[src/design/ccs_pkg.sv]
package ccs_pkg;
   // Control byte numbering on the serial link
   localparam int BYTE_0 = 0;
   localparam int BYTE_1 = 1;
   localparam int BYTE_2 = 2;
   localparam int BYTE_3 = 3;
   localparam int BYTE_4 = 4;
   localparam int BYTE_5 = 5;
   localparam int BYTE_6 = 6;
   localparam int NUM_RW_BYTES = 6;
   localparam logic [7:0] BYTE_COUNT_VAL = 8'h07;
   // Reset values of the writable bytes
   localparam logic [7:0] RST_BYTE_0 = 8'h08;
   localparam logic [7:0] RST_BYTE_1 = 8'h07;
   localparam logic [7:0] RST_BYTE_2 = 8'h7F;
   localparam logic [7:0] RST_BYTE_3 = 8'hC7;
   localparam logic [7:0] RST_BYTE_4 = 8'h3F;
   localparam logic [7:0] RST_BYTE_5 = 8'h00;
   // Field positions used by the gating logic
   localparam int B0_PD_UNDRIVEN = 6;
   localparam int B0_VIDEO_SEL = 5;
   localparam int B1_STOP_UNDRIVEN = 6;
   localparam int B1_FREERUN_LSB = 3;
   localparam int B3_PCIF_STOP_LSB = 3;
   localparam int B3_USB_EN = 6;
   localparam int B3_DOT_EN = 7;
   // Serial slave address, seven bits
   localparam logic [6:0] SLAVE_ADDR7 = 7'h69;
   // Clock and timing
   localparam int CLK_PERIOD_NS = 25;
   localparam int PD_SETTLE_NS = 1800000;
   localparam int PD_SETTLE_CYC = PD_SETTLE_NS / CLK_PERIOD_NS;
   localparam int PD_SETTLE_W = 17;
   // Output groups inside the gate array
   localparam int NUM_CPU = 3;
   localparam int NUM_MID = 6;
   localparam int NUM_PCI = 7;
   localparam int NUM_PCIF = 3;
   localparam int SHARED_MID = 4;
   localparam int G_CPU = 0;
   localparam int G_MID = G_CPU + NUM_CPU;
   localparam int G_PCI = G_MID + NUM_MID;
   localparam int G_PCIF = G_PCI + NUM_PCI;
   localparam int G_REF = G_PCIF + NUM_PCIF;
   localparam int G_USB = G_REF + 1;
   localparam int G_DOT = G_USB + 1;
   localparam int NUM_GATES = G_DOT + 1;
   // Bit positions in the synchronised pin vector
   localparam int SY_CPU = 0;
   localparam int SY_MID = 1;
   localparam int SY_PCI = 2;
   localparam int SY_REF = 3;
   localparam int SY_USB = 4;
   localparam int SY_VID = 5;
   localparam int SY_CPU_HALT = 6;
   localparam int SY_PCI_HALT = 7;
   localparam int SY_PD = 8;
   localparam int SY_SCL = 9;
   localparam int SY_SDA = 10;
   localparam int NUM_SY = 11;

   typedef enum logic [7:0] {
      I2_IDLE = 8'h01,
      I2_ADDR = 8'h02,
      I2_AACK = 8'h04,
      I2_WRX = 8'h08,
      I2_WACK = 8'h10,
      I2_TX = 8'h20,
      I2_RACK = 8'h40,
      I2_RLOAD = 8'h80
   } ccs_i2c_e;

   typedef enum logic [2:0] {
      PD_RUN = 3'h1,
      PD_DOWN = 3'h2,
      PD_SETTLE = 3'h4
   } ccs_pd_e;
endpackage

[src/design/ccs_gate_if.sv]
`timescale 1ns/1ps
interface ccs_gate_if;
   logic src;
   logic run;
   logic hold_level;
   logic out;
   logic stopped;
   modport gate (input src, input run, input hold_level,
      output out, output stopped);
   modport ctrl (output src, output run, output hold_level,
      input out, input stopped);
endinterface

[src/design/ccs_clock_stop.sv]
`timescale 1ns/1ps
module ccs_clock_stop #(
   parameter int PD_SETTLE_CYCLES = ccs_pkg::PD_SETTLE_CYC,
   parameter logic [3:0] REVISION_ID = 4'h5, // Arbitrary value
   parameter logic [3:0] VENDOR_ID = 4'h3 // Arbitrary value
) (
   // Clock and reset
   input wire logic CLK,
   input wire logic SYS_RST,
   // Raw clocks from the synthesiser
   input wire logic CPU_CLK_RAW,
   input wire logic MID_CLK_RAW,
   input wire logic PCI_CLK_RAW,
   input wire logic REF_CLK_RAW,
   input wire logic USB_CLK_RAW,
   input wire logic VIDEO_HUB_CLOCK_RAW,
   // Power management pins
   input wire logic CPU_HALT_N,
   input wire logic PCI_HALT_N,
   input wire logic POWER_DOWN_N,
   // Serial control port
   input wire logic SCLK_IN,
   input wire logic SDATA_IN,
   output logic SDATA_OUT,
   output logic SDATA_OE,
   // CPU pairs
   output logic [ccs_pkg::NUM_CPU-1:0] CPU_CLOCK_TRUE,
   output logic [ccs_pkg::NUM_CPU-1:0] CPU_CLOCK_TRUE_OE,
   output logic [ccs_pkg::NUM_CPU-1:0] CPU_CLOCK_COMPLEMENT,
   output logic [ccs_pkg::NUM_CPU-1:0] CPU_CLOCK_COMPLEMENT_OE,
   output logic CPU_DRIVE_2X,
   // Gated single-ended outputs
   output logic [ccs_pkg::NUM_MID-1:0] MID_SPEED_CLOCK,
   output logic [ccs_pkg::NUM_PCI-1:0] PCI_CLK,
   output logic [ccs_pkg::NUM_PCIF-1:0] PCI_FREE_CLK,
   output logic REF_CLK,
   output logic USB_CLK,
   output logic DOT_CLK
);
   import ccs_pkg::*;

   function automatic logic rose(input logic now, input logic was);
      return now & ~was;
   endfunction

   function automatic logic fell(input logic now, input logic was);
      return ~now & was;
   endfunction

   // Two-stage synchronisers, third stage only for edge finding
   logic [NUM_SY-1:0] sy1;
   logic [NUM_SY-1:0] sy2;
   logic [NUM_SY-1:0] sy3;

   always_ff @(posedge CLK) begin
      if (SYS_RST) begin
         sy1 <= '0;
         sy2 <= '0;
         sy3 <= '0;
      end else begin
         sy1 <= {SDATA_IN, SCLK_IN, POWER_DOWN_N, PCI_HALT_N, CPU_HALT_N,
            VIDEO_HUB_CLOCK_RAW, USB_CLK_RAW, REF_CLK_RAW, PCI_CLK_RAW,
            MID_CLK_RAW, CPU_CLK_RAW};
         sy2 <= sy1;
         sy3 <= sy2;
      end
   end

   logic cpu_rise;
   logic pci_rise;
   logic scl_rise;
   logic scl_fall;
   logic i2_start;
   logic i2_stop;

   // Edge events found on the synchronised copies only
   always_comb begin
      cpu_rise = rose(sy2[SY_CPU], sy3[SY_CPU]);
      pci_rise = rose(sy2[SY_PCI], sy3[SY_PCI]);
      scl_rise = rose(sy2[SY_SCL], sy3[SY_SCL]);
      scl_fall = fell(sy2[SY_SCL], sy3[SY_SCL]);
      i2_start = sy2[SY_SCL] & sy3[SY_SCL] & fell(sy2[SY_SDA], sy3[SY_SDA]);
      i2_stop = sy2[SY_SCL] & sy3[SY_SCL] & rose(sy2[SY_SDA], sy3[SY_SDA]);
   end

   // Serial control slave
   ccs_i2c_e i2_state;
   ccs_i2c_e next_i2_state;
   logic [7:0] shift;
   logic [7:0] next_shift;
   logic [3:0] bit_cnt;
   logic [3:0] next_bit_cnt;
   logic [3:0] pos;
   logic [3:0] next_pos;
   logic rd;
   logic next_rd;
   logic sda_oe;
   logic next_sda_oe;
   logic [NUM_RW_BYTES-1:0][7:0] ctl;
   logic [NUM_RW_BYTES-1:0][7:0] next_ctl;
   logic [7:0] tx_byte;

   // Read-back order: byte count first, then bytes 0 to 6
   always_comb begin
      tx_byte = 8'h00;
      if (pos == 4'h0) begin
         tx_byte = BYTE_COUNT_VAL;
      end else if (pos <= 4'(NUM_RW_BYTES)) begin
         tx_byte = ctl[pos - 4'h1];
      end else if (pos == 4'(BYTE_6 + 1)) begin
         tx_byte = {REVISION_ID, VENDOR_ID};
      end
   end

   always_comb begin
      next_i2_state = i2_state;
      next_shift = shift;
      next_bit_cnt = bit_cnt;
      next_pos = pos;
      next_rd = rd;
      next_sda_oe = sda_oe;
      next_ctl = ctl;
      if (i2_start) begin
         next_i2_state = I2_ADDR;
         next_bit_cnt = 4'h0;
         next_sda_oe = 1'b0;
      end else if (i2_stop) begin
         next_i2_state = I2_IDLE;
         next_sda_oe = 1'b0;
      end else begin
         case (i2_state)
            I2_ADDR, I2_WRX: begin
               if (scl_rise) begin
                  next_shift = {shift[6:0], sy2[SY_SDA]};
                  next_bit_cnt = bit_cnt + 4'h1;
               end else if (scl_fall && bit_cnt == 4'h8) begin
                  next_bit_cnt = 4'h0;
                  if (i2_state == I2_ADDR) begin
                     if (shift[7:1] == SLAVE_ADDR7) begin
                        next_rd = shift[0];
                        next_sda_oe = 1'b1;
                        next_i2_state = I2_AACK;
                     end else begin
                        next_i2_state = I2_IDLE;
                     end
                  end else begin
                     // Command code and byte count are dropped; byte 6
                     // and anything past it is ignored
                     if (pos >= 4'h2 && pos < 4'(NUM_RW_BYTES + 2)) begin
                        next_ctl[pos - 4'h2] = shift;
                     end
                     if (pos != 4'hF) begin
                        next_pos = pos + 4'h1;
                     end
                     next_sda_oe = 1'b1;
                     next_i2_state = I2_WACK;
                  end
               end
            end
            I2_AACK: begin
               if (scl_fall) begin
                  next_pos = 4'h0;
                  next_sda_oe = 1'b0;
                  next_i2_state = rd ? I2_RLOAD : I2_WRX;
               end
            end
            I2_WACK: begin
               if (scl_fall) begin
                  next_sda_oe = 1'b0;
                  next_i2_state = I2_WRX;
               end
            end
            I2_TX: begin
               if (scl_fall) begin
                  if (bit_cnt == 4'h8) begin
                     next_sda_oe = 1'b0;
                     next_i2_state = I2_RACK;
                  end else begin
                     next_sda_oe = ~shift[7];
                     next_shift = {shift[6:0], 1'b0};
                     next_bit_cnt = bit_cnt + 4'h1;
                  end
               end
            end
            I2_RACK: begin
               if (scl_rise) begin
                  next_i2_state = sy2[SY_SDA] ? I2_IDLE : I2_RLOAD;
               end
            end
            I2_RLOAD: begin
               // First data bit goes out right after the acknowledge bit
               // or, for the very first byte, the address acknowledge
               if (scl_fall || (pos == 4'h0 && !sy2[SY_SCL])) begin
                  next_sda_oe = ~tx_byte[7];
                  next_shift = {tx_byte[6:0], 1'b0};
                  next_bit_cnt = 4'h1;
                  if (pos != 4'hF) begin
                     next_pos = pos + 4'h1;
                  end
                  next_i2_state = I2_TX;
               end
            end
            I2_IDLE: begin
               next_sda_oe = 1'b0;
            end
            default: begin
               next_i2_state = I2_IDLE;
               next_sda_oe = 1'b0;
            end
         endcase
      end
   end

   always_ff @(posedge CLK) begin
      if (SYS_RST) begin
         i2_state <= I2_IDLE;
         shift <= 8'h00;
         bit_cnt <= 4'h0;
         pos <= 4'h0;
         rd <= 1'b0;
         sda_oe <= 1'b0;
         ctl <= {RST_BYTE_5, RST_BYTE_4, RST_BYTE_3, RST_BYTE_2, RST_BYTE_1,
            RST_BYTE_0};
      end else begin
         i2_state <= next_i2_state;
         shift <= next_shift;
         bit_cnt <= next_bit_cnt;
         pos <= next_pos;
         rd <= next_rd;
         sda_oe <= next_sda_oe;
         ctl <= next_ctl;
      end
   end

   // Power management sampling; halts are taken on the owning clock edge
   ccs_pd_e pd_state;
   ccs_pd_e next_pd_state;
   logic [1:0] pd_low_cnt;
   logic [1:0] next_pd_low_cnt;
   logic [PD_SETTLE_W-1:0] settle;
   logic [PD_SETTLE_W-1:0] next_settle;
   logic cpu_halt;
   logic next_cpu_halt;
   logic pci_halt;
   logic next_pci_halt;

   always_comb begin
      next_pd_state = pd_state;
      next_pd_low_cnt = pd_low_cnt;
      next_settle = settle;
      next_cpu_halt = cpu_rise ? ~sy2[SY_CPU_HALT] : cpu_halt;
      next_pci_halt = pci_rise ? ~sy2[SY_PCI_HALT] : pci_halt;
      case (pd_state)
         PD_RUN: begin
            if (cpu_rise) begin
               if (!sy2[SY_PD]) begin
                  next_pd_low_cnt = pd_low_cnt + 2'h1;
                  if (pd_low_cnt == 2'h1) begin
                     next_pd_state = PD_DOWN;
                  end
               end else begin
                  next_pd_low_cnt = 2'h0;
               end
            end
         end
         PD_DOWN: begin
            // Release is seen on our own clock: the CPU clock may be dead
            next_pd_low_cnt = 2'h0;
            next_settle = '0;
            if (sy2[SY_PD]) begin
               next_pd_state = PD_SETTLE;
            end
         end
         PD_SETTLE: begin
            if (!sy2[SY_PD]) begin
               next_pd_state = PD_DOWN;
            end else if (settle == PD_SETTLE_W'(PD_SETTLE_CYCLES - 1)) begin
               next_pd_state = PD_RUN;
            end else begin
               next_settle = settle + PD_SETTLE_W'(1);
            end
         end
         default: begin
            next_pd_state = PD_RUN;
         end
      endcase
   end

   always_ff @(posedge CLK) begin
      if (SYS_RST) begin
         pd_state <= PD_RUN;
         pd_low_cnt <= 2'h0;
         settle <= '0;
         cpu_halt <= 1'b0;
         pci_halt <= 1'b0;
      end else begin
         pd_state <= next_pd_state;
         pd_low_cnt <= next_pd_low_cnt;
         settle <= next_settle;
         cpu_halt <= next_cpu_halt;
         pci_halt <= next_pci_halt;
      end
   end

   // Gate array: one glitch-free stopper per output
   logic pd_hold;
   logic [NUM_GATES-1:0] g_src;
   logic [NUM_GATES-1:0] g_run;
   logic [NUM_GATES-1:0] g_hold;
   logic [NUM_GATES-1:0] g_out;
   logic [NUM_GATES-1:0] g_stopped;

   always_comb begin
      pd_hold = (pd_state != PD_RUN);
      g_hold = '0;
      for (int i = 0; i < NUM_CPU; i++) begin
         g_src[G_CPU + i] = sy2[SY_CPU];
         g_hold[G_CPU + i] = ~ctl[BYTE_1][B1_STOP_UNDRIVEN];
         g_run[G_CPU + i] = ~(cpu_halt
            & ~ctl[BYTE_1][B1_FREERUN_LSB + i]);
      end
      for (int i = 0; i < NUM_MID; i++) begin
         // One shared source keeps the group in phase; video select moves SHARED_MID off it
         g_src[G_MID + i] = sy2[SY_MID];
         g_run[G_MID + i] = ctl[BYTE_4][i] & ~pd_hold;
      end
      if (ctl[BYTE_0][B0_VIDEO_SEL]) begin
         g_src[G_MID + SHARED_MID] = sy2[SY_VID];
      end
      for (int i = 0; i < NUM_PCI; i++) begin
         g_src[G_PCI + i] = sy2[SY_PCI];
         g_run[G_PCI + i] = ctl[BYTE_2][i] & ~pci_halt & ~pd_hold;
      end
      for (int i = 0; i < NUM_PCIF; i++) begin
         g_src[G_PCIF + i] = sy2[SY_PCI];
         g_run[G_PCIF + i] = ctl[BYTE_3][i] & ~pd_hold
            & ~(pci_halt & ctl[BYTE_3][B3_PCIF_STOP_LSB + i]);
      end
      // Reference stops at its own falling edge, possibly cycles later
      g_src[G_REF] = sy2[SY_REF];
      g_run[G_REF] = ~pd_hold;
      g_src[G_USB] = sy2[SY_USB];
      g_run[G_USB] = ctl[BYTE_3][B3_USB_EN] & ~pd_hold;
      g_src[G_DOT] = sy2[SY_USB];
      g_run[G_DOT] = ctl[BYTE_3][B3_DOT_EN] & ~pd_hold;
   end

   ccs_gate_if gif [NUM_GATES] ();

   for (genvar i = 0; i < NUM_GATES; i++) begin : g_gate
      assign gif[i].src = g_src[i];
      assign gif[i].run = g_run[i];
      assign gif[i].hold_level = g_hold[i];
      assign g_out[i] = gif[i].out;
      assign g_stopped[i] = gif[i].stopped;
      ccs_gate u_gate (
         .clk(CLK),
         .rst(SYS_RST),
         .port(gif[i])
      );
   end

   // CPU pair drive: power-down overrides halt; settle drives true high
   logic [NUM_CPU-1:0] cpu_t;
   logic [NUM_CPU-1:0] cpu_t_oe;
   logic [NUM_CPU-1:0] cpu_c;
   logic [NUM_CPU-1:0] cpu_c_oe;
   logic drive_2x;
   logic [NUM_CPU-1:0] next_cpu_t;
   logic [NUM_CPU-1:0] next_cpu_t_oe;
   logic [NUM_CPU-1:0] next_cpu_c;
   logic [NUM_CPU-1:0] next_cpu_c_oe;
   logic next_drive_2x;

   always_comb begin
      next_drive_2x = (pd_state == PD_DOWN)
         & ~ctl[BYTE_0][B0_PD_UNDRIVEN];
      for (int i = 0; i < NUM_CPU; i++) begin
         next_cpu_c[i] = 1'b0;
         next_cpu_c_oe[i] = 1'b0;
         next_cpu_t[i] = 1'b1;
         if (pd_state == PD_DOWN) begin
            next_cpu_t_oe[i] = ~ctl[BYTE_0][B0_PD_UNDRIVEN];
         end else if (pd_state == PD_SETTLE) begin
            next_cpu_t_oe[i] = 1'b1;
         end else if (g_stopped[G_CPU + i]) begin
            // Undriven while halted when B1_STOP_UNDRIVEN is set, else driven high; driven high once released
            next_cpu_t_oe[i] = ~ctl[BYTE_1][B1_STOP_UNDRIVEN]
               | ~cpu_halt;
         end else begin
            next_cpu_t[i] = g_out[G_CPU + i];
            next_cpu_t_oe[i] = 1'b1;
            next_cpu_c[i] = ~g_out[G_CPU + i];
            next_cpu_c_oe[i] = 1'b1;
         end
      end
   end

   always_ff @(posedge CLK) begin
      if (SYS_RST) begin
         cpu_t <= '0;
         cpu_t_oe <= '0;
         cpu_c <= '0;
         cpu_c_oe <= '0;
         drive_2x <= 1'b0;
      end else begin
         cpu_t <= next_cpu_t;
         cpu_t_oe <= next_cpu_t_oe;
         cpu_c <= next_cpu_c;
         cpu_c_oe <= next_cpu_c_oe;
         drive_2x <= next_drive_2x;
      end
   end

   // Output mapping; the data pin only ever pulls low
   assign SDATA_OUT = 1'b0;
   assign SDATA_OE = sda_oe;
   assign CPU_CLOCK_TRUE = cpu_t;
   assign CPU_CLOCK_TRUE_OE = cpu_t_oe;
   assign CPU_CLOCK_COMPLEMENT = cpu_c;
   assign CPU_CLOCK_COMPLEMENT_OE = cpu_c_oe;
   assign CPU_DRIVE_2X = drive_2x;
   assign MID_SPEED_CLOCK = g_out[G_MID +: NUM_MID];
   assign PCI_CLK = g_out[G_PCI +: NUM_PCI];
   assign PCI_FREE_CLK = g_out[G_PCIF +: NUM_PCIF];
   assign REF_CLK = g_out[G_REF];
   assign USB_CLK = g_out[G_USB];
   assign DOT_CLK = g_out[G_DOT];
endmodule

[src/design/ccs_gate.sv]
`timescale 1ns/1ps
module ccs_gate (
   // Clock and reset
   input wire logic clk,
   input wire logic rst,
   // Gated clock channel
   ccs_gate_if.gate port
);
   import ccs_pkg::*;

   logic stopped;
   logic out;
   logic next_stopped;
   logic next_out;

   // Freeze or release only while the source sits at the hold level,
   // so the output never shows a runt pulse
   always_comb begin
      next_stopped = stopped;
      if (!stopped && !port.run && port.src == port.hold_level) begin
         next_stopped = 1'b1;
      end else if (stopped && port.run && port.src == port.hold_level) begin
         next_stopped = 1'b0;
      end
      next_out = next_stopped ? port.hold_level : port.src;
   end

   always_ff @(posedge clk) begin
      if (rst) begin
         stopped <= 1'b0;
         out <= 1'b0;
      end else begin
         stopped <= next_stopped;
         out <= next_out;
      end
   end

   assign port.out = out;
   assign port.stopped = stopped;
endmodule

[config.mk]
export PLATFORM = sky130hd
export DESIGN_NAME = ccs_clock_stop
export DESIGN_NICKNAME = d
export VERILOG_FILES = /design/src/design/ccs_pkg.sv /design/src/design/ccs_gate_if.sv /design/src/design/ccs_clock_stop.sv /design/src/design/ccs_gate.sv
export SDC_FILE = /design/constraint.sdc
export NUM_CORES = 1
export LEC_CHECK = 0
export ABC_AREA = 1
export BUFFER_PORTS_ARGS = -buffer_cell sky130_fd_sc_hd__buf_2
export CAP_MARGIN = 15
export CORE_AREA = 2 2 94 186
export CTS_CLUSTER_DIAMETER = 150
export DETAILED_ROUTE_END_ITERATION = 8
export DIE_AREA = 0 0 96 188
export PLACE_DENSITY = 0.8
export SYNTH_ARGS = -nofsm -noshare
export SYNTH_HDL_FRONTEND = slang
export SYNTH_HIERARCHICAL = 1
export SYNTH_SLANG_ARGS = --single-unit
[constraint.sdc]
create_clock -name CLK -period 2.2 [get_ports CLK]
set_input_delay 0.22 -clock CLK [delete_from_list [all_inputs] [get_ports CLK]]
set_output_delay 0.22 -clock CLK [all_outputs]
set_load 0.01 [all_outputs]
==> results.py, run 1 <==
metrics = {
    "global_route": {
        "grt_max_degree": 78,
        "grt_pass1_vias": 8342,
        "antenna_found_initial": 0,
        "grt_pass1_wl_um": 38630,
        "gr-total-overflow": 0,
        "track_usage_pct": 27.34,
    },
    "sta": {
        "rsz0062_at_grt": "false",
        "hold_ws_ps": 162.9,
        "slew-limit-headroom_pct": 64.27,
        "finalHoldViolations": 0,
        "finalClockSkew_ps": 9.817,
        "tightest_slew_ps": 530.3,
        "drv_slew": 0,
        "period_needed_ps": 2036,
        "post-route-period-util_pct": 92.56,
        "setup_viol": 0,
        "setup_ws_ps": 163.8,
        "clock.fmax_mhz": 491.1,
        "setup_tns_ps": 0,
    },
    "clock_network": {
        "cts_setup_buffers": 0,
        "clock_sinks": 181,
        "cts_buffers": 17,
        "worst_setup_hold_path_clk_slew_ps": 70,
        "htreeDepth": 4,
        "cts_tree": "yes",
        "cts_max_path_buffers": 2,
        "root_buffer": "clkbuf_16",
        "insertion_delay_ps": 440,
    },
    "drt": {
        "dr.pass1.iters": 6,
        "wl_um": 23480,
        "avgViaCountPerCell": 5.195,
        "drtIter0Drc": 497,
        "ant_nets": 0,
        "drc": 0,
        "wire_per_inst_um": 14.14,
        "dr_total_vias": 8623,
    },
    "floorplanning": {
        "die_h_um": 188,
        "core_sq_um": 16680,
        "die_x_um": 96,
        "die_area_sq_um": 18050,
        "io_pins": 47,
        "fp-row-count": 67,
        "start_util_pct": 53.61,
    },
    "worst_hold_path": {
        "min_to": "ctl[23]",
        "min-delay-start": "SYS_RST",
        "hold_class": "in -> reg",
        "holdPathStages": 2,
    },
    "cells_and_area": {
        "syn_to_final_growth_pct": 14.21,
        "diodes": 0,
        "fin_nets": 1463,
        "drive_gt1_share_pct": 9.085,
    },
    "power_and_ir_drop": {
        "p_comb_share_pct": 19.5,
        "p_leak_nw": 4.970,
        "switchingPower_mw": 2.634,
        "peakVddDrop_uv": 521.9,
        "seq_power_share_pct": 43.7,
        "power_density_nw_per_um2": 819.0,
        "post-layout-total-power_mw": 8.366,
        "p_clk_share_pct": 36.8,
        "cellInternalPower_mw": 5.731,
        "p_sw_share_pct": 31.49,
    },
    "flow_run": {
        "drv_cap": 0,
    },
    "synth": {
        "syn_area_sq_um": 8944,
        "synth.area.top_cells": "dfxtp_1 41%, nand2_1 13%, inv_1 9.6%",
        "synth_top_area_share_pct": 40.51,
        "synth_cell_type_count": 43,
        "netlist_top_cells_count": "307 x nand2_1, 229 x inv_1, 181 x dfxtp_1",
        "synth_flop_cell": "dfxtp_1",
        "synthCells": 1352,
        "synthMostInstantiatedCell": "nand2_1",
        "seq_area_frac_synth_pct": 40.51,
        "yosysTopAreaCell": "dfxtp_1",
        "synth-edff-count": 0,
        "ys_async_sr_fraction_pct": 0,
        "syn_area_per_cell_sq_um": 6.615,
        "ys_ff_latch": 181,
        "yosys_warnings": 6,
    },
    "setup_path": {
        "reg2reg_setup_slack_ps": 160,
        "cp.arrival_ps": 2370,
        "cp-end-kind": "flop",
        "cp.required_ps": 2530,
        "timing_worst_setup_path_type": "reg -> reg",
        "crit_fanout": 9,
        "r2r_cells": 11,
        "r2r_start": "pos[1]",
        "worst_r2r_endpoint": "shift[5]",
        "startpoint_type": "flop",
    },
    "placed_design": {
        "globalplace.congestion": 1.027,
        "dp_hpwl_um": 16970,
        "dpl_worst_slack_ps": 160.2,
        "numPortBuffers": 45,
    },
    "run_status": {
        "status": "finished, final reports clean",
    },
}
## timing repair
item / 4_1_cts / 5_1_grt
hold endpoints to repair: 11 / 0
endpoints found under the setup margin: 0 / 2
hold buffers: 11 / 0
gates resized for setup: 0 / 1
## per-layer routing
layer | GRT usage [%] | part of all wire (%) | up-vias
li1 | - | - | 4374
met1 | 26.07 | 35 | 3857
met2 | 49.44 | 53 | 274
met3 | 4.861 | 3.8 | 118
met4 | 20.38 | 8.3 | 0
met5 | 0 | 0 | -
## cells by family (layout without fill, tap and decap cells)
group / after synthesis / in the layout / share of synthesized area, %
compound gates: 222 / 222 / 13.37
xor+xnor: 12 / 12 / 1.175
fa+ha+maj: 9 / 9 / 1.259
buf+inv: 288 / 351 / 13.16
flops: 181 / 181 / 40.51
mux: 1 / 1 / 0.1259
other cells: 1 / 39 / 0.04193
simple gates: 638 / 638 / 30.34
## power by group through the flow
stage | Combinational, mW | Sequential, mW | Clock (mW)
2_1_floorplan | 1.14 | 3.69 | 0
3_3_place_gp | 1.55 | 3.72 | 0
3_5_place_dp | 1.58 | 3.72 | 0
4_1_cts | 1.61 | 3.65 | 3.13
5_1_grt | 1.87 | 3.67 | 3.28
6_report | 1.63 | 3.66 | 3.08
## worst max-delay path, stage by stage, from the launching register on
cell and delay [ps]:
dfxtp_1 500, inv_1 110, ha_1 310, inv_1 130, a21oi_1 130, o21ai_0 220, nand3_1 130, nand3_1 100
nand2_1 70, o21ai_0 70, nor2_1 110, nor2_1 60
## through the flow
step | cell area (sq um) | instances | util [%]
after detailed placement | 9518 | 1618 | 57.05
final | 10210 | 1660 | 61.23
after CTS | 10210 | 1660 | 61.23
after floorplan | 9086 | 1390 | -
after global placement | 9518 | 1618 | 57.05
after global routing | 10210 | 1660 | 61.23
## layout make-up
cell class                 instances  area (sq um)
clock inverter                    12         143.9
clock buffer                      19         442.9
fill                            1564          6467
inverter                         236         887.1
tap                              207         259.0
timing repair buffer              84         573.1
multi-input combinational        921          4285
sequential                       181          3623
## layout by cell type (no fill, tap or decap), types with 5 or more instances in the layout
cell type,instances
nand2_1,307
o211ai_1,22
dlygate4sd3_1,11
buf_2,44
ha_1,9
xor2_1,9
nor2_1,172
nand4_1,14
clkbuf_16,17
dfxtp_1,181
conb_1,39
nand3_1,105
nor3_1,11
o31ai_1,5
nand2_2,7
buf_4,27
a21oi_1,118
o21ai_0,68
inv_1,229
## worst max path at each step
stage	slack [ps]	depth (start not counted)	start	endpoint
floorplan	130	13	pos[0]	shift[3]
global placement	200	10	pos[0]	shift[1]
detailed placement	160	10	pos[0]	shift[1]
CTS	150	10	pos[0]	shift[1]
global route	20	11	pos[1]	shift[4]
finish	160	11	pos[1]	shift[5]
Note: power is estimated with default switching activity, not from simulation.
==> inputs of run 2 (changes only) <==
--- a/config.mk
+++ b/config.mk
@@ -5,14 +5,14 @@
 export SDC_FILE = /design/constraint.sdc
 export NUM_CORES = 1
 export LEC_CHECK = 0
-export ABC_AREA = 1
+export ABC_AREA = 0
 export BUFFER_PORTS_ARGS = -buffer_cell sky130_fd_sc_hd__buf_2
 export CAP_MARGIN = 15
-export CORE_AREA = 2 2 94 186
+export CORE_AREA = 2 2 91 181
 export CTS_CLUSTER_DIAMETER = 150
 export DETAILED_ROUTE_END_ITERATION = 8
-export DIE_AREA = 0 0 96 188
-export PLACE_DENSITY = 0.8
+export DIE_AREA = 0 0 93 183
+export PLACE_DENSITY = 0.81
 export SYNTH_ARGS = -nofsm -noshare
 export SYNTH_HDL_FRONTEND = slang
 export SYNTH_HIERARCHICAL = 1
==> results.py, run 2 <==
metrics = {
    "floorplanning": {
        "die_x_um": 93,
        "die_h_um": 183,
        "die_area_sq_um": 17020,
        "core_sq_um": 15620,
        "start_util_pct": 54.04,
        "fp-row-count": 65,
        "io_pins": 47,
    },
    "global_route": {
        "grt_max_degree": 133,
        "gr-total-overflow": 0,
        "antenna_found_initial": 0,
        "grt_pass1_vias": 6991,
        "track_usage_pct": 24.40,
        "grt_pass1_wl_um": 33380,
    },
    "cells_and_area": {
        "diodes": 0,
        "final_common_cell": "dfxtp_1",
        "syn_to_final_growth_pct": 19.50,
        "fin_nets": 1059,
        "stdcell_area_sq_um": 10080,
        "most-common-layout-cells": "180 x dfxtp_1, 138 x nor2_1, 62 x buf_4",
        "drive_gt1_share_pct": 21.26,
        "final_cells": 1250,
    },
    "drt": {
        "dr_total_vias": 7092,
        "drc": 0,
        "avgViaCountPerCell": 5.674,
        "ant_nets": 0,
        "dr.pass1.iters": 6,
        "wl_um": 20510,
        "drtIter0Drc": 577,
        "wire_per_inst_um": 16.41,
    },
    "placed_design": {
        "place_inst": 1203,
        "globalplace.congestion": 0.9429,
        "placed_area_sq_um": 9220,
        "dp_hpwl_um": 13930,
        "numPortBuffers": 45,
    },
    "setup_path": {
        "cp-end-kind": "flop",
        "cp_top_family": "simple AND/OR/NAND/NOR gates",
        "timing_worst_setup_path_type": "reg -> reg",
        "cp.required_ps": 2500,
        "crit_fanout": 8,
        "startpoint_type": "flop",
        "cp.arrival_ps": 2640,
        "critPathBufInv": 0,
        "cpMaxStageDelayCell": "or4_4",
        "cp_cell_sequence": "or4_4 -> nor4b_4 -> and4b_2 -> nand4_4 -> mux2i_1 -> nor2_1",
        "cp_slowest_stage_delay_ps": 570,
    },
    "sta": {
        "rsz0062_at_grt": "true",
        "post-route-period-util_pct": 106.5,
        "hold_ws_ps": 6.769,
        "drv_slew": 0,
        "clock.fmax_mhz": 426.9,
        "slew-limit-headroom_pct": 58.39,
        "setup_viol": 32,
        "setup_ws_ps": -142.5,
        "period_needed_ps": 2343,
        "tightest_slew_ps": 616.3,
        "finalClockSkew_ps": 10.37,
        "finalHoldViolations": 0,
        "setup_tns_ps": -1780,
    },
    "clock_network": {
        "worst_setup_hold_path_clk_slew_ps": 70,
        "cts_buffers": 17,
        "cts_tree": "yes",
        "htreeDepth": 4,
        "clock_sinks": 181,
        "root_buffer": "clkbuf_16",
        "insertion_delay_ps": 430,
        "cts_max_path_buffers": 2,
    },
    "synth": {
        "synth_top_area_share_pct": 42.94,
        "ys_ff_latch": 181,
        "netlist_top_cells_count": "181 x dfxtp_1, 138 x nor2_1, 63 x a21oi_1",
        "synthCells": 922,
        "synth_flop_cell": "dfxtp_1",
        "synth.area.top_cells": "dfxtp_1 43%, mux2i_1 7.0%, nor2_1 6.1%",
        "yosys_warnings": 6,
        "syn_area_per_cell_sq_um": 9.152,
        "ys_async_sr_fraction_pct": 0,
        "synthMostInstantiatedCell": "dfxtp_1",
        "yosysTopAreaCell": "dfxtp_1",
        "syn_area_sq_um": 8438,
        "seq_area_frac_synth_pct": 42.94,
        "synth_cell_type_count": 72,
        "synth-edff-count": 0,
    },
    "power_and_ir_drop": {
        "peakVddDrop_uv": 617.2,
        "p_leak_nw": 4.099,
        "power_density_nw_per_um2": 766.3,
        "post-layout-total-power_mw": 7.726,
    },
    "flow_run": {
        "drv_cap": 0,
    },
    "worst_hold_path": {
        "hold_class": "in -> reg",
    },
    "run_status": {
        "status": "finished, violations left",
        "violations": "setup timing",
    },
}
run 2: routing by layer:
metal | global-route usage, % | routed length (um)
met4 | 12.29 | 649
met2 | 42.20 | 10600
met3 | 4.478 | 1086
met1 | 28.48 | 8175
met5 | 0 | 0
run 2: final cells by class:
class,count,area (sq um)
Timing Repair Buffer,120,855.8
Sequential cell,181,3625
Clock buffer,18,439.2
Clock inverter,13,135.1
Inverter,11,41.29
Multi-Input combinational cell,706,4736
Fill cell,1218,5532
Tap cell,201,251.5
run 2: final timing paths:
| path | start | end | slack, ps | depth (start not counted) |
|---|---|---|---|---|
| max | i2_state[7] | ctl[47] | -140 | 6 |
| min | PCI_CLK_RAW | sy1[2] | 7 | 2 |
| max reg2reg | i2_state[7] | ctl[47] | -140 | 6 |
| min reg2reg | sy2[6] | cpu_halt | 410 | 1 |
run 2: worst reg2reg max path, delay by kind of cell, from the launching register on:
kind / cells / cell delay, ps
simple gates: 5 / 1610
flops: 1 / 310
mux: 1 / 280
run 2: power by group:
group / switching, mW / leakage [nW] / internal, mW / total [mW]
registers: 0.119 / 1.47 / 3.41 / 3.53
clock network: 1.34 / 0.276 / 1.62 / 2.96
logic: 0.653 / 2.35 / 0.585 / 1.24
run 2: cells by family (layout without fill, tap and decap cells):
logic type / Yosys count / after routing / synth area share [%]
AO/OA/AOI/OAI: 133 / 133 / 9.965
XOR/XNOR: 41 / 41 / 4.256
adder cells (fa/ha/maj): 9 / 9 / 1.335
buffers and inverters: 73 / 162 / 4.330
flip-flops: 181 / 181 / 42.94
multiplexers: 91 / 91 / 12.07
other: 1 / 39 / 0.04444
AND/OR/NAND/NOR: 393 / 393 / 25.06
run 2: what timing repair did:
action,4_1_cts,5_1_grt
endpoints found under the setup margin,43,69
pin swaps,5,11
gates resized for setup,9,35
gates cloned,0,1
buffers inserted,4,7
hold buffers,4,0
hold endpoints to repair,4,0
run 2: through the flow:
stage                     setup slack (ps)  util, %
after floorplan                     -92.73        -
after global placement               8.414    59.05
after detailed placement            -106.2    59.05
after CTS                           -88.19    63.45
after global routing                -180.7    64.58
final                               -142.5    64.58
==> inputs of run 3 (changes only) <==
--- a/config.mk
+++ b/config.mk
@@ -13,6 +13,7 @@
 export DETAILED_ROUTE_END_ITERATION = 8
 export DIE_AREA = 0 0 93 183
 export PLACE_DENSITY = 0.81
+export REMOVE_ABC_BUFFERS = 1
 export SYNTH_ARGS = -nofsm -noshare
 export SYNTH_HDL_FRONTEND = slang
 export SYNTH_HIERARCHICAL = 1
==> results.py, run 3 (synthesis results as in run 2) <==
metrics = {
    "setup_path": {
        "critPathBufInv": 0,
        "crit_fanout": 4,
        "cp.arrival_ps": 2630,
        "cp_slowest_stage_delay_ps": 560,
        "r2r_cells": 6,
        "cp_top_family": "simple AND/OR/NAND/NOR gates",
        "cp_cell_sequence": "or4_4 -> or3_4 -> a32oi_4 -> nand4_1 -> or3_1 -> o32ai_1",
        "timing_worst_setup_path_type": "reg -> reg",
        "cp.required_ps": 2540,
        "cp.depth": 6,
        "cpMaxStageDelayCell": "or4_4",
        "startpoint_type": "flop",
        "cp-end-kind": "flop",
    },
    "power_and_ir_drop": {
        "p_leak_nw": 4.000,
        "power_density_nw_per_um2": 765.7,
        "peakVddDrop_uv": 506.2,
    },
    "clock_network": {
        "worst_setup_hold_path_clk_slew_ps": 70,
        "cts_buffers": 17,
        "cts_max_path_buffers": 2,
        "cts_tree": "yes",
        "root_buffer": "clkbuf_16",
        "clock_sinks": 181,
        "insertion_delay_ps": 430,
        "htreeDepth": 4,
    },
    "global_route": {
        "gr-total-overflow": 0,
        "antenna_found_initial": 0,
        "track_usage_pct": 23.57,
        "grt_max_degree": 69,
        "grt_pass1_vias": 6854,
        "grt_pass1_wl_um": 32530,
    },
    "sta": {
        "drv_slew": 0,
        "clock.fmax_mhz": 435.9,
        "period_needed_ps": 2294,
        "finalClockSkew_ps": 10.26,
        "slew-limit-headroom_pct": 56.63,
        "setup_ws_ps": -93.91,
        "rsz0062_at_grt": "true",
        "setup_viol": 23,
        "post-route-period-util_pct": 104.3,
        "finalHoldViolations": 0,
        "hold_ws_ps": 8.166,
        "tightest_slew_ps": 650.6,
    },
    "run_status": {
        "status": "finished, violations left",
        "violations": "setup timing",
    },
    "drt": {
        "drc": 0,
        "wl_um": 19800,
        "ant_nets": 0,
        "drtIter0Drc": 439,
        "wire_per_inst_um": 15.86,
        "avgViaCountPerCell": 5.596,
        "dr.pass1.iters": 5,
        "dr_total_vias": 6984,
    },
    "worst_hold_path": {
        "hold_class": "in -> reg",
        "holdPathStages": 2,
    },
    "floorplanning": {
        "die_x_um": 93,
        "die_h_um": 183,
        "die_area_sq_um": 17020,
        "io_pins": 47,
        "fp-row-count": 65,
        "start_util_pct": 54.04,
        "core_sq_um": 15620,
    },
    "cells_and_area": {
        "diodes": 0,
        "fin_nets": 1056,
        "drive_gt1_share_pct": 21.39,
        "syn_to_final_growth_pct": 19.59,
        "final_cells": 1248,
        "final_common_cell": "dfxtp_1",
        "multi_input_area_sq_um": 4747,
        "most-common-layout-cells": "180 x dfxtp_1, 137 x nor2_1, 60 x a21oi_1",
        "register_area_sq_um": 3625,
        "n_fill_cell": 1242,
    },
    "flow_run": {
        "drv_cap": 0,
    },
    "placed_design": {
        "place_inst": 1203,
        "globalplace.congestion": 0.9369,
        "numPortBuffers": 45,
        "dp_hpwl_um": 13490,
    },
}
-- run 3: cell count changes in the layout (fill, tap and decap cells not counted), moves of 4 or more --
cell | previous run | this run
buf_4 | 62 | 56
dlygate4sd3_1 | 4 | 8
inv_6 | 4 | 8
nor3_1 | 36 | 29
nor3_2 | 1 | 7
o21ai_0 | 16 | 20
o21ai_1 | 7 | 3
-- run 3: what timing repair did --
item / 4_1_cts / 5_1_grt
hold buffers: 8 / 0
pin swaps: 10 / 21
gates resized for setup: 4 / 38
setup endpoints to repair: 41 / 71
buffers inserted: 3 / 2
gates cloned: 0 / 0
endpoints found under the hold margin: 8 / 0
-- run 3: metrics by stage --
stage	setup TNS [ps]	cell area [sq um]	setup slack, ps	power (mW)	util [%]
2_1_floorplan	-13810	8257	-880.2	4.297	-
6_report	-704.3	10090	-93.91	7.726	64.62
3_5_place_dp	-720.5	9216	-43.18	4.706	59.02
4_1_cts	-1263	9915	-75.72	7.708	63.49
5_1_grt	-3587	10090	-179.3	8.049	64.62
3_3_place_gp	-9.653	9216	-9.653	4.676	59.02
-- run 3: where the power goes --
group / internal [mW] / switching (mW) / leakage, nW / total, mW
sequential: 3.41 / 0.118 / 1.47 / 3.53
combinational: 0.560 / 0.634 / 2.25 / 1.19
clock: 1.63 / 1.37 / 0.279 / 3.00
-- run 3: area by class of cell --
class	count	area share, %
clock buffer	19	4.389
multi-input combinational	706	47.04
clock inverter	13	1.339
tap	201	2.492
timing repair buffer	117	8.407
inverter	11	0.4092
sequential	181	35.92
-- run 3: worst paths after layout --
check / to / from / slack (ps)
setup / recovery: pos[3] / i2_state[5] / -90
hold reg to reg: pci_halt / sy2[7] / 430
setup reg to reg: pos[3] / i2_state[5] / -90
hold / removal: sy1[4] / USB_CLK_RAW / 8
-- run 3: worst register-to-register path, delay by kind of cell (launching register included) --
kind	cells	cell delay (ps)
AND/OR/NAND/NOR	4	1430
AO/OA/AOI/OAI	2	450
flip-flops	1	320
-- run 3: metal layers --
layer / up-vias / part of all wire, % / GRT usage, %
met3: 45 / 4.0 / 4.067
met1: 3323 / 41 / 27.88
met2: 203 / 52 / 41.51
li1: 3413 / - / -
met4: 0 / 2.6 / 9.941
met5: - / 0 / 0
